[src/hw/rtcta_defines.vh]
`ifndef RTCTA_DEFINES_VH
`define RTCTA_DEFINES_VH

// register byte offsets
`define RTCTA_OFF_CTRL 5'h00
`define RTCTA_OFF_TIME 5'h04
`define RTCTA_OFF_ALM1 5'h08
`define RTCTA_OFF_ALM2 5'h0C
`define RTCTA_OFF_SWCH 5'h10
`define RTCTA_OFF_STAT 5'h14
`define RTCTA_OFF_MASK 5'h18
`define RTCTA_OFF_WAKE 5'h1C

// control bits
`define RTCTA_CTRL_ALM1 0
`define RTCTA_CTRL_ALM2 1
`define RTCTA_CTRL_SWEN 2
`define RTCTA_CTRL_W 3

// event bits of status, mask and wake registers
`define RTCTA_EV_SEC 0
`define RTCTA_EV_MIN 1
`define RTCTA_EV_DAY 2
`define RTCTA_EV_AL1 3
`define RTCTA_EV_AL2 4
`define RTCTA_EV_SW 5
`define RTCTA_EV_W 6

// time word layout
`define RTCTA_SEC_RNG 5:0
`define RTCTA_MIN_RNG 13:8
`define RTCTA_HR_RNG 20:16
`define RTCTA_DAY_RNG 31:24
`define RTCTA_TOD_RNG 20:0
`define RTCTA_ALM1_MASK 32'h001F3F3F
`define RTCTA_ALM2_MASK 32'hFF1F3F3F
`define RTCTA_SW_W 16

// wrap limits
`define RTCTA_SEC_MAX 6'h3B
`define RTCTA_MIN_MAX 6'h3B
`define RTCTA_HR_MAX 5'h17

// crystal rate in hz, and the tick it gives
`define RTCTA_XTAL_HZ 32768
`define RTCTA_TICK_HZ 1

`endif

[src/hw/rtcta_top.v]
// Function
// RL1: crystal divided by prescaler gives 1 Hz tick
// RL2: seconds, minutes, hours, day counters cascaded
// RL3: periodic interrupts per second, minute, day
// RL4: enabled alarm interrupts on counter match
// RL5: daily time alarm plus day-and-time alarm
// RL6: stopwatch loads count, decrements each minute
// RL7: enabled stopwatch interrupts on underflow only
// RL8: every interrupt source usable as wake-up
// RL9: keeps counting regardless of processor power
// RL10: 59 and 23 wrap, carry into next
// RL11: sticky status flags, masked interrupt output
//
// Our own choices: the register offsets and register access over APB.
`timescale 1ns/1ps
`default_nettype none
`include "rtcta_defines.vh"

module rtcta_top #(
    parameter PRESCALE = `RTCTA_XTAL_HZ / `RTCTA_TICK_HZ
) (
    input wire clk, // 10 MHz system clock
    input wire rst_n, // async reset, active low
    input wire xtal_in, // 32.768 kHz crystal clock level
    input wire psel, // apb select
    input wire penable, // apb enable
    input wire pwrite, // apb direction
    input wire [4:0] paddr, // apb byte address
    input wire [31:0] pwdata, // apb write data
    output reg [31:0] prdata, // apb read data
    output reg pready, // apb ready
    output reg pslverr, // apb error on unmapped address
    output reg irq, // level interrupt
    output reg wake // level wake-up request
);

    // prescaler width; PRESCALE - 1 must fit, so at most 65536
    // crystal edges per tick. a wider prescaler needs PW raised
    // together with PRESCALE, otherwise the compare value is cut.
    localparam PW = 16;

    // crystal synchroniser and edge detect
    reg xtal_s1_r; // first sync stage
    reg xtal_s2_r; // second sync stage
    reg xtal_s3_r; // delayed copy for edge detect
    wire xedge; // rising crystal edge, one clk wide

    // prescaler and one-second tick
    reg [PW-1:0] pre_r; // crystal edge count
    reg tick_r; // one-second tick

    // timekeeping counters
    reg [5:0] sec_r; // seconds 0..59
    reg [5:0] min_r; // minutes 0..59
    reg [4:0] hr_r; // hours 0..23
    reg [7:0] day_r; // day count, wraps silently
    wire [31:0] time_w; // packed time word

    // software registers
    reg [`RTCTA_CTRL_W-1:0] ctrl_r; // alarm and stopwatch enables
    reg [31:0] alm1_r; // time-of-day alarm
    reg [31:0] alm2_r; // day-and-time alarm
    reg [`RTCTA_SW_W-1:0] sw_r; // stopwatch count
    reg [`RTCTA_EV_W-1:0] stat_r; // sticky event flags
    reg [`RTCTA_EV_W-1:0] mask_r; // interrupt enables
    reg [`RTCTA_EV_W-1:0] wken_r; // wake-up enables

    // events
    reg al1_d_r; // alarm 1 matched last cycle
    reg al2_d_r; // alarm 2 matched last cycle
    wire sec_ev; // second elapsed
    wire min_ev; // minute elapsed
    wire day_ev; // day elapsed
    wire sw_dec; // stopwatch decrement strobe
    wire sw_unf; // stopwatch underflow
    wire al1_hit; // alarm 1 matches now
    wire al2_hit; // alarm 2 matches now
    wire [`RTCTA_EV_W-1:0] ev; // one-cycle event vector

    // bus decode
    wire wr_en; // write lands at this edge
    wire rd_phase; // first access cycle
    wire mapped; // word-aligned address
    wire wr_time; // time word write
    wire wr_swch; // stopwatch load
    wire wr_stat; // status write-one-to-clear
    reg [31:0] rdata_nxt; // read mux output
    genvar gi; // status bit index

    // crystal level through two flops, third for edge detect
    always @(posedge clk or negedge rst_n) begin
        if (!rst_n) begin
            xtal_s1_r <= 1'b0;
            xtal_s2_r <= 1'b0;
            xtal_s3_r <= 1'b0;
        end else begin
            xtal_s1_r <= xtal_in;
            xtal_s2_r <= xtal_s1_r;
            xtal_s3_r <= xtal_s2_r;
        end
    end
    assign xedge = xtal_s2_r & ~xtal_s3_r;

    // prescaler: one tick per PRESCALE crystal edges
    always @(posedge clk or negedge rst_n) begin
        if (!rst_n) begin
            pre_r <= {PW{1'b0}};
            tick_r <= 1'b0;
        end else begin
            tick_r <= 1'b0;
            if (xedge) begin
                if (pre_r == PRESCALE[PW-1:0] - 1'b1) begin // [RL1]
                    pre_r <= {PW{1'b0}};
                    tick_r <= 1'b1; // [RL1]
                end else begin
                    pre_r <= pre_r + 1'b1;
                end
            end
        end
    end

    // cascade events
    assign sec_ev = tick_r; // [RL3]
    assign min_ev = tick_r && (sec_r == `RTCTA_SEC_MAX); // [RL10]
    assign day_ev = min_ev && (min_r == `RTCTA_MIN_MAX)
                    && (hr_r == `RTCTA_HR_MAX); // [RL10]

    // apb handshake terms
    assign wr_en = psel & penable & pready & pwrite;
    assign rd_phase = psel & penable & ~pready;
    assign mapped = (paddr[1:0] == 2'h0);

    // per-register write strobes, only on the answering edge
    assign wr_time = wr_en && (paddr == `RTCTA_OFF_TIME);
    assign wr_swch = wr_en && (paddr == `RTCTA_OFF_SWCH);
    assign wr_stat = wr_en && (paddr == `RTCTA_OFF_STAT);

    // time counters, software write of the time word wins
    // a tick in the same cycle as a time write is lost on purpose:
    // software sets the time it wants, not that time plus one second
    always @(posedge clk or negedge rst_n) begin
        if (!rst_n) begin
            sec_r <= 6'h00;
            min_r <= 6'h00;
            hr_r <= 5'h00;
            day_r <= 8'h00;
        end else if (wr_time) begin
            sec_r <= pwdata[`RTCTA_SEC_RNG];
            min_r <= pwdata[`RTCTA_MIN_RNG];
            hr_r <= pwdata[`RTCTA_HR_RNG];
            day_r <= pwdata[`RTCTA_DAY_RNG];
        end else if (tick_r) begin // [RL2] [RL9]
            sec_r <= min_ev ? 6'h00 : sec_r + 6'h01; // [RL10]
            if (min_ev) begin
                min_r <= (min_r == `RTCTA_MIN_MAX) ? 6'h00
                         : min_r + 6'h01; // [RL10]
                if (min_r == `RTCTA_MIN_MAX)
                    hr_r <= (hr_r == `RTCTA_HR_MAX) ? 5'h00
                            : hr_r + 5'h01; // [RL10]
            end
            if (day_ev)
                day_r <= day_r + 8'h01; // [RL10]
        end
    end

    assign time_w = {day_r, 3'h0, hr_r, 2'h0, min_r, 2'h0, sec_r};

    // alarm compare after the counters settle, one pulse per match
    // a match lasts a whole second, so the delayed copy keeps the
    // flag from being set again on every clock of that second
    assign al1_hit = ctrl_r[`RTCTA_CTRL_ALM1] &&
        (time_w[`RTCTA_TOD_RNG] == alm1_r[`RTCTA_TOD_RNG]); // [RL4] [RL5]
    assign al2_hit = ctrl_r[`RTCTA_CTRL_ALM2] &&
        (time_w == alm2_r); // [RL4] [RL5]
    always @(posedge clk or negedge rst_n) begin
        if (!rst_n) begin
            al1_d_r <= 1'b0;
            al2_d_r <= 1'b0;
        end else begin
            al1_d_r <= al1_hit;
            al2_d_r <= al2_hit;
        end
    end

    // stopwatch: minute countdown, underflow wraps to all ones
    // a disabled stopwatch neither counts nor flags
    assign sw_dec = ctrl_r[`RTCTA_CTRL_SWEN] && min_ev; // [RL6]
    assign sw_unf = sw_dec && (sw_r == {`RTCTA_SW_W{1'b0}}); // [RL7]
    always @(posedge clk or negedge rst_n) begin
        if (!rst_n)
            sw_r <= {`RTCTA_SW_W{1'b0}};
        else if (wr_swch)
            sw_r <= pwdata[`RTCTA_SW_W-1:0]; // [RL6]
        else if (sw_dec)
            sw_r <= sw_r - 1'b1; // [RL6]
    end

    // event vector
    assign ev = {sw_unf, al2_hit & ~al2_d_r, al1_hit & ~al1_d_r,
                 day_ev, min_ev, sec_ev};

    // control, alarm, mask and wake registers
    always @(posedge clk or negedge rst_n) begin
        if (!rst_n) begin
            ctrl_r <= {`RTCTA_CTRL_W{1'b0}};
            alm1_r <= 32'h00000000;
            alm2_r <= 32'h00000000;
            mask_r <= {`RTCTA_EV_W{1'b0}};
            wken_r <= {`RTCTA_EV_W{1'b0}};
        end else if (wr_en) begin
            case (paddr)
                `RTCTA_OFF_CTRL: ctrl_r <= pwdata[`RTCTA_CTRL_W-1:0];
                `RTCTA_OFF_ALM1: alm1_r <= pwdata & `RTCTA_ALM1_MASK;
                `RTCTA_OFF_ALM2: alm2_r <= pwdata & `RTCTA_ALM2_MASK;
                `RTCTA_OFF_MASK: mask_r <= pwdata[`RTCTA_EV_W-1:0];
                `RTCTA_OFF_WAKE: wken_r <= pwdata[`RTCTA_EV_W-1:0];
                default: ;
            endcase
        end
    end

    // sticky status, write one to clear, set beats clear
    // the event is tested first so that a clear landing in the
    // same cycle as a new event never loses that event
    generate
        for (gi = 0; gi < `RTCTA_EV_W; gi = gi + 1) begin : g_stat
            always @(posedge clk or negedge rst_n) begin
                if (!rst_n)
                    stat_r[gi] <= 1'b0;
                else if (ev[gi])
                    stat_r[gi] <= 1'b1; // [RL11]
                else if (wr_stat && pwdata[gi])
                    stat_r[gi] <= 1'b0; // [RL11]
            end
        end
    endgenerate

    // interrupt and wake outputs
    // both registered, one cycle behind the status flags
    always @(posedge clk or negedge rst_n) begin
        if (!rst_n) begin
            irq <= 1'b0;
            wake <= 1'b0;
        end else begin
            irq <= |(stat_r & mask_r); // [RL11] [RL3]
            wake <= |(stat_r & wken_r); // [RL8]
        end
    end

    // read mux
    always @* begin
        rdata_nxt = 32'h00000000;
        case (paddr)
            `RTCTA_OFF_CTRL: rdata_nxt[`RTCTA_CTRL_W-1:0] = ctrl_r;
            `RTCTA_OFF_TIME: rdata_nxt = time_w;
            `RTCTA_OFF_ALM1: rdata_nxt = alm1_r;
            `RTCTA_OFF_ALM2: rdata_nxt = alm2_r;
            `RTCTA_OFF_SWCH: rdata_nxt[`RTCTA_SW_W-1:0] = sw_r;
            `RTCTA_OFF_STAT: rdata_nxt[`RTCTA_EV_W-1:0] = stat_r;
            `RTCTA_OFF_MASK: rdata_nxt[`RTCTA_EV_W-1:0] = mask_r;
            `RTCTA_OFF_WAKE: rdata_nxt[`RTCTA_EV_W-1:0] = wken_r;
            default: rdata_nxt = 32'h00000000;
        endcase
    end

    // apb slave: ready one cycle into the access phase
    // ready is a single-cycle pulse; the ~pready term in rd_phase
    // drops it after one cycle, so a held access answers every other cycle
    // read data is captured with ready and then held until the
    // next read, so a slow master still sees a stable word
    always @(posedge clk or negedge rst_n) begin
        if (!rst_n) begin
            pready <= 1'b0;
            pslverr <= 1'b0;
            prdata <= 32'h00000000;
        end else begin
            pready <= rd_phase;
            pslverr <= rd_phase & ~mapped;
            if (rd_phase && !pwrite)
                prdata <= rdata_nxt;
        end
    end

endmodule // rtcta_top
`default_nettype wire

[config.mk]
export PLATFORM = sky130hd
export DESIGN_NAME = rtcta_top
export DESIGN_NICKNAME = d
export VERILOG_FILES = /design/src/hw/rtcta_top.v
export VERILOG_INCLUDE_DIRS = /design/src /design/src/hw
export SDC_FILE = /design/constraint.sdc
export NUM_CORES = 1
export LEC_CHECK = 0
export BUFFER_PORTS_ARGS = -buffer_cell sky130_fd_sc_hd__buf_2
export CAP_MARGIN = 25
export CORE_MARGIN = 2
export CORE_UTILIZATION = 55
export DETAILED_ROUTE_END_ITERATION = 8
export PLACE_DENSITY = 0.79
export SYNTH_ARGS = -nofsm -noshare
export SYNTH_HDL_FRONTEND = slang
export SYNTH_SLANG_ARGS = --single-unit
[constraint.sdc]
create_clock -name clk -period 3 [get_ports clk]
set_clock_uncertainty 0.05 [all_clocks]
set_input_delay 0.15 -clock clk [delete_from_list [all_inputs] [get_ports clk]]
set_output_delay 0.15 -clock clk [all_outputs]
set_load 0.02 [all_outputs]
---- Yosys cells after proc, flatten, opt, wreduce, memory -nomap -nowiden ----
Index checks and enable logic that the tools add are counted.
operators by class
  add/subtract/negate cells ............... 6
  equal/unequal tests ..................... 13
  multiplexer cells ....................... 36
  bitwise gates (word level) .............. 15
  reduce and logical (&&, ||, !) cells .... 42
operators with widths
  kind                                                                      number
  16-bit two-way mux                                                        3
  16-bit one-hot mux with 3 select lines                                    1
  6-bit two-way mux                                                         7
  10-bit one-hot mux with 4 select lines                                    1
  25-bit equality test                                                      1
  5-bit equality test (second input constant)                               5
  5-bit two-way mux                                                         5
  8-bit two-way mux                                                         3
  3-bit one-hot mux with 8 select lines                                     1
  2-bit nonzero test                                                        11
  3-bit one-hot mux with 7 select lines                                     1
  17-bit equality test                                                      1
  1-bit logical AND                                                         17
  16-bit by 1-bit adder with 16-bit output (second input constant)          1
  16-bit by 15-bit equality test with 1-bit output (second input constant)  1
  16-bit logical NOT                                                        1
  16-bit by 1-bit subtractor with 16-bit output (second input constant)     1
  1-bit two-way mux                                                         14
  2-bit AND reduction                                                       7
  6-bit by 1-bit adder with 6-bit output (second input constant)            2
  6-bit bitwise AND                                                         2
  6-bit equality test (second input constant)                               2
  6-bit OR reduction                                                        2
  5-bit by 4-bit equality test with 1-bit output (second input constant)    2
  other kinds (9)                                                           20
word-level totals
  flip-flop bits (word level) ............. 162
  logic and storage cells ................. 140

---- Longest topological paths before layout ----
  word-level depth ........................ 7
  depth in mapped cells ................... 8
  mapped depth without buffers ............ 6

---- Worst setup path before layout ----
No wires, ideal clock.
  kind .................................... flip-flop to flip-flop
  from .................................... register pready
  to ...................................... register prdata[18]
  data arrival time ....................... 1864 ps
  slack ................................... 1004 ps
  stages on the path, launching flop included .. 7
  clock period less this slack ............ 1996 ps
  cells stage by stage .................... dfrtp_1 > nand4bb_1 > clkbuf_1 > or3_1 > or3_1 > clkbuf_1 > o21ai_0
between the ends
  cells in the longest elaborated chain, start to end .. 3
RTL lines
  item                    RTL line         RTL
  from (decl)             rtcta_top.v:31   output reg pready,
  from (signal assigned)  rtcta_top.v:277  pready <= rd_phase;
  1-bit NOT               rtcta_top.v:130  assign rd_phase = psel & penable & ~pready;
  1-bit bitwise AND       rtcta_top.v:130
  1-bit logical AND       rtcta_top.v:279  if (rd_phase && !pwrite)
  to (signal assigned)    rtcta_top.v:280  prdata <= rdata_nxt;
  to (decl)               rtcta_top.v:30   output reg [31:0] prdata,
Every way passes these cells.
A chain may end at the register's enable or synchronous reset.

---- Worst setup path in the final report ----
  from .................................... register sec_r[1]
  to ...................................... register sw_r[13]
between the ends
  cells in the longest elaborated chain, start to end .. 4
RTL lines
  item                           RTL line         RTL
  from (decl)                    rtcta_top.v:53   reg [5:0] sec_r;
  from (signal assigned)         rtcta_top.v:148  sec_r <= pwdata[`RTCTA_SEC_RNG];
  from (signal assigned)         rtcta_top.v:153  sec_r <= min_ev ? 6'h00 : sec_r + 6'h01;
  6-bit equality test (no line)  -
  1-bit logical AND              rtcta_top.v:124  assign min_ev = tick_r && (sec_r == `RTCTA_SEC_MAX);
  1-bit logical AND              rtcta_top.v:187  assign sw_dec = ctrl_r[`RTCTA_CTRL_SWEN] && min_ev;
  2-bit nonzero test (no line)   -
  to (signal assigned)           rtcta_top.v:191  sw_r <= {`RTCTA_SW_W{1'b0}};
  to (signal assigned)           rtcta_top.v:193  sw_r <= pwdata[`RTCTA_SW_W-1:0];
  to (signal assigned)           rtcta_top.v:195  sw_r <= sw_r - 1'b1;
  to (decl)                      rtcta_top.v:63   reg [`RTCTA_SW_W-1:0] sw_r;
Every way passes these cells.

==> run summary <==
Number of global-route vias before repair -> 6807
Placed wire-length estimate -> 15230 um
Critical path class -> register to register
Reg2reg setup slack -> 550 ps
Vias -> 7038
Root Driver -> clkbuf_16
Fin crit share -> 81.54%
GP Congestion -> 0.9118
TritonCTS buffer count -> 17
Crit path arrival time -> 2730 ps
Area growth syn-to-layout -> 17.60%
Routed length per instance -> 20.33 um
Synth cell types -> 64
FMAX -> 408.8 MHz
Clk sinks -> 159
Setup Viol. Count Final -> 0
Post-DR vias/cell -> 6.363
Worst EP required -> 3280 ps
Initial antenna violation count -> 0
Max IR drop VDD -> 0.4242 mV
Gr ovfl total -> 0
EDFF count, synth -> 0
Post-synth top cells -> dfrtp_1, o21ai_0, mux2_2
Yosys top cell area share -> 48.13%
Tightest slew margin relative to the limit -> 43.78%
Fraction of layout cells with a size suffix above 1 -> 20.61%
Pin count of the biggest net entering global routing -> 74
First-pass GRT wire length -> 36070 um
Die ar. -> 16030 sq um
Drt first pass iters -> 8
Top_reg_cell synth -> dfrtp_1
Synth Instances -> 826
Cell area after layout -> 9722 sq um
Antenna viol nets, final -> 0
Total power -> 5.081 mW
# IOs -> 79
Yosys warns -> 0
Max cap viols -> 0
Hold Fails Final Rpt -> 0
# diodes -> 0
Total core area -> 14590 sq um
Hold Crit Start -> pwdata[3]
LEAKAGE -> 4.326 nW
Worst setup SP type -> register
Port-buffer cells -> 72
Seq/Total Area, Yosys -> 48.13%
Die width -> 126.6 um
Fraction of registers with async set/reset -> 100.0%
Yosys reg bits -> 159
Worst-skew pair later-pin latency -> 430 ps
Clk slew on worst S/H paths -> 70 ps
Total GRT Usage -> 28.85%
Worst hold stages -> 2
Top-count cell post-synth -> dfrtp_1
Hold path endpoint -> wken_r[3]$_DFFE_PN0P_
Final nets -> 960
Post-synthesis cell area -> 8267 sq um
Rows -> 44
Largest area contributor in the netlist -> dfrtp_1
H-Tree Depth -> 4
R2r startpoint -> sec_r[1]$_DFFE_PN0P_
Hold WC Path Type -> input port to register
Worst-path fanout max -> 9
Worst Reg-to-Reg Cells -> 5
Unrepaired setup endpoints after global routing -> false
Post-route setup TNS -> 0 ps
Clk buf depth -> 2
Initial DRC Count -> 731
Tightest Pin Transition -> 836.8 ps
Starting Density -> 56.66%
Final core utilization -> 66.64%
Max-slew violations -> 0
Filler Cells Inserted -> 1132
Detailed Route WL -> 22490 um
Syn Area/Cell -> 10.01 sq um
Crit Reg-Reg Endpoint -> sw_r[13]$_DFFE_PN0P_
Die Height -> 126.6 um
Crit. End Element -> register
DR DRC count -> 0
Min cycle time layout -> 2446 ps
Power Density -> 522.6 nW/um^2
Synth area leaders -> dfrtp_1, mux2_2, o21ai_0, xor2_1, nand3_1
TritonCTS clock tree -> built
Status -> finished, final reports clean
Dpl cell area -> 8791 sq um
==> sequential cells by signal, indices dropped and copies added (netlist names), 3 cells and up <==
signal,cells
min_r,6
prdata,29
alm2_r,25
mask_r,6
wken_r,6
sw_r,16
stat_r,6
hr_r,5
alm1_r,17
sec_r,6
day_r,8
ctrl_r,3
pre_r,16
==> metrics by stage <==
stage,setup slack [ps],hold slack (ps),std cells
after floorplan,1004,-195.6,828
after global placement,729.8,157.1,1048
after detailed placement,606.1,159.5,1048
after CTS,600.3,8.498,1106
after global routing,419.2,17.93,1106
final,553.9,11.22,1106
==> layout by cell type, fill, tap and decap left out, types with 22 or more instances in the layout <==
cell / count
a31oi_1: 29
buf_2: 71
dfrtp_1: 159
dlygate4sd3_1: 28
inv_1: 24
mux2_2: 56
nand2_1: 53
nand3_1: 46
nor2_1: 53
o21ai_0: 58
or3_1: 22
xor2_1: 32
==> layer usage <==
| metal | track usage, % | wire length [um] | vias up |
|---|---|---|---|
| li1 | - | - | 3185 |
| met2 | 47.03 | 10830 | 333 |
| met3 | 6.326 | 1843 | 65 |
| met1 | 37.65 | 9135 | 3455 |
| met5 | 0 | 0 | - |
| met4 | 11.70 | 678 | 0 |
==> worst max-delay path: stages, from the launching register on <==
cell	delay (ps)
dfrtp_1	450
ha_1	260
and3_1	410
nand4_1	430
or4_1	530
a31oi_1	220
==> layout make-up <==
class                   instances  area (sq um)  share of cell area, %
clock buffers                  20         466.7                  4.801
flip-flops and latches        159          3979                  40.93
inverters                      24         90.09                 0.9266
repair buffers                119         789.5                  8.121
clock inverters                10         183.9                  1.892
well taps                     184         230.2                  2.368
multi-input cells             590          3983                  40.97
==> report_power, final <==
group,leakage [nW],switching [mW],internal [mW]
clock network,0.314,0.857,1.53
registers,1.97,0.0855,2.22
logic,2.04,0.226,0.158
total,4.33,1.17,3.91
==> repair_timing <==
| item | in CTS | in global routing |
|---|---|---|
| resized for setup | 0 | 0 |
| hold buffers | 28 | 0 |
| endpoints found under the hold margin | 129 | 0 |
| setup buffers | 0 | 0 |
==> how the worst max path moves through the flow <==
stage	endpoint	from	cells past startpoint	slack, ps
floorplan	prdata[18]$_DFFE_PN0P_	pready$_DFF_PN0_	6	1000
global placement	sw_r[13]$_DFFE_PN0P_	sec_r[1]$_DFFE_PN0P_	5	730
detailed placement	sw_r[13]$_DFFE_PN0P_	sec_r[1]$_DFFE_PN0P_	5	610
CTS	sw_r[13]$_DFFE_PN0P_	sec_r[1]$_DFFE_PN0P_	5	600
global route	sw_r[13]$_DFFE_PN0P_	sec_r[1]$_DFFE_PN0P_	5	420
finish	sw_r[13]$_DFFE_PN0P_	sec_r[1]$_DFFE_PN0P_	5	550
==> kinds of logic after synthesis <==
family / synth area share [%]
flops: 48.13
xor+xnor: 5.085
compound gates: 14.27
mux: 8.778
other cells: 0.04536
fa+ha+maj: 0.9081
simple gates: 18.87
buf+inv: 3.905
Power figures use the tool's default switching activity.
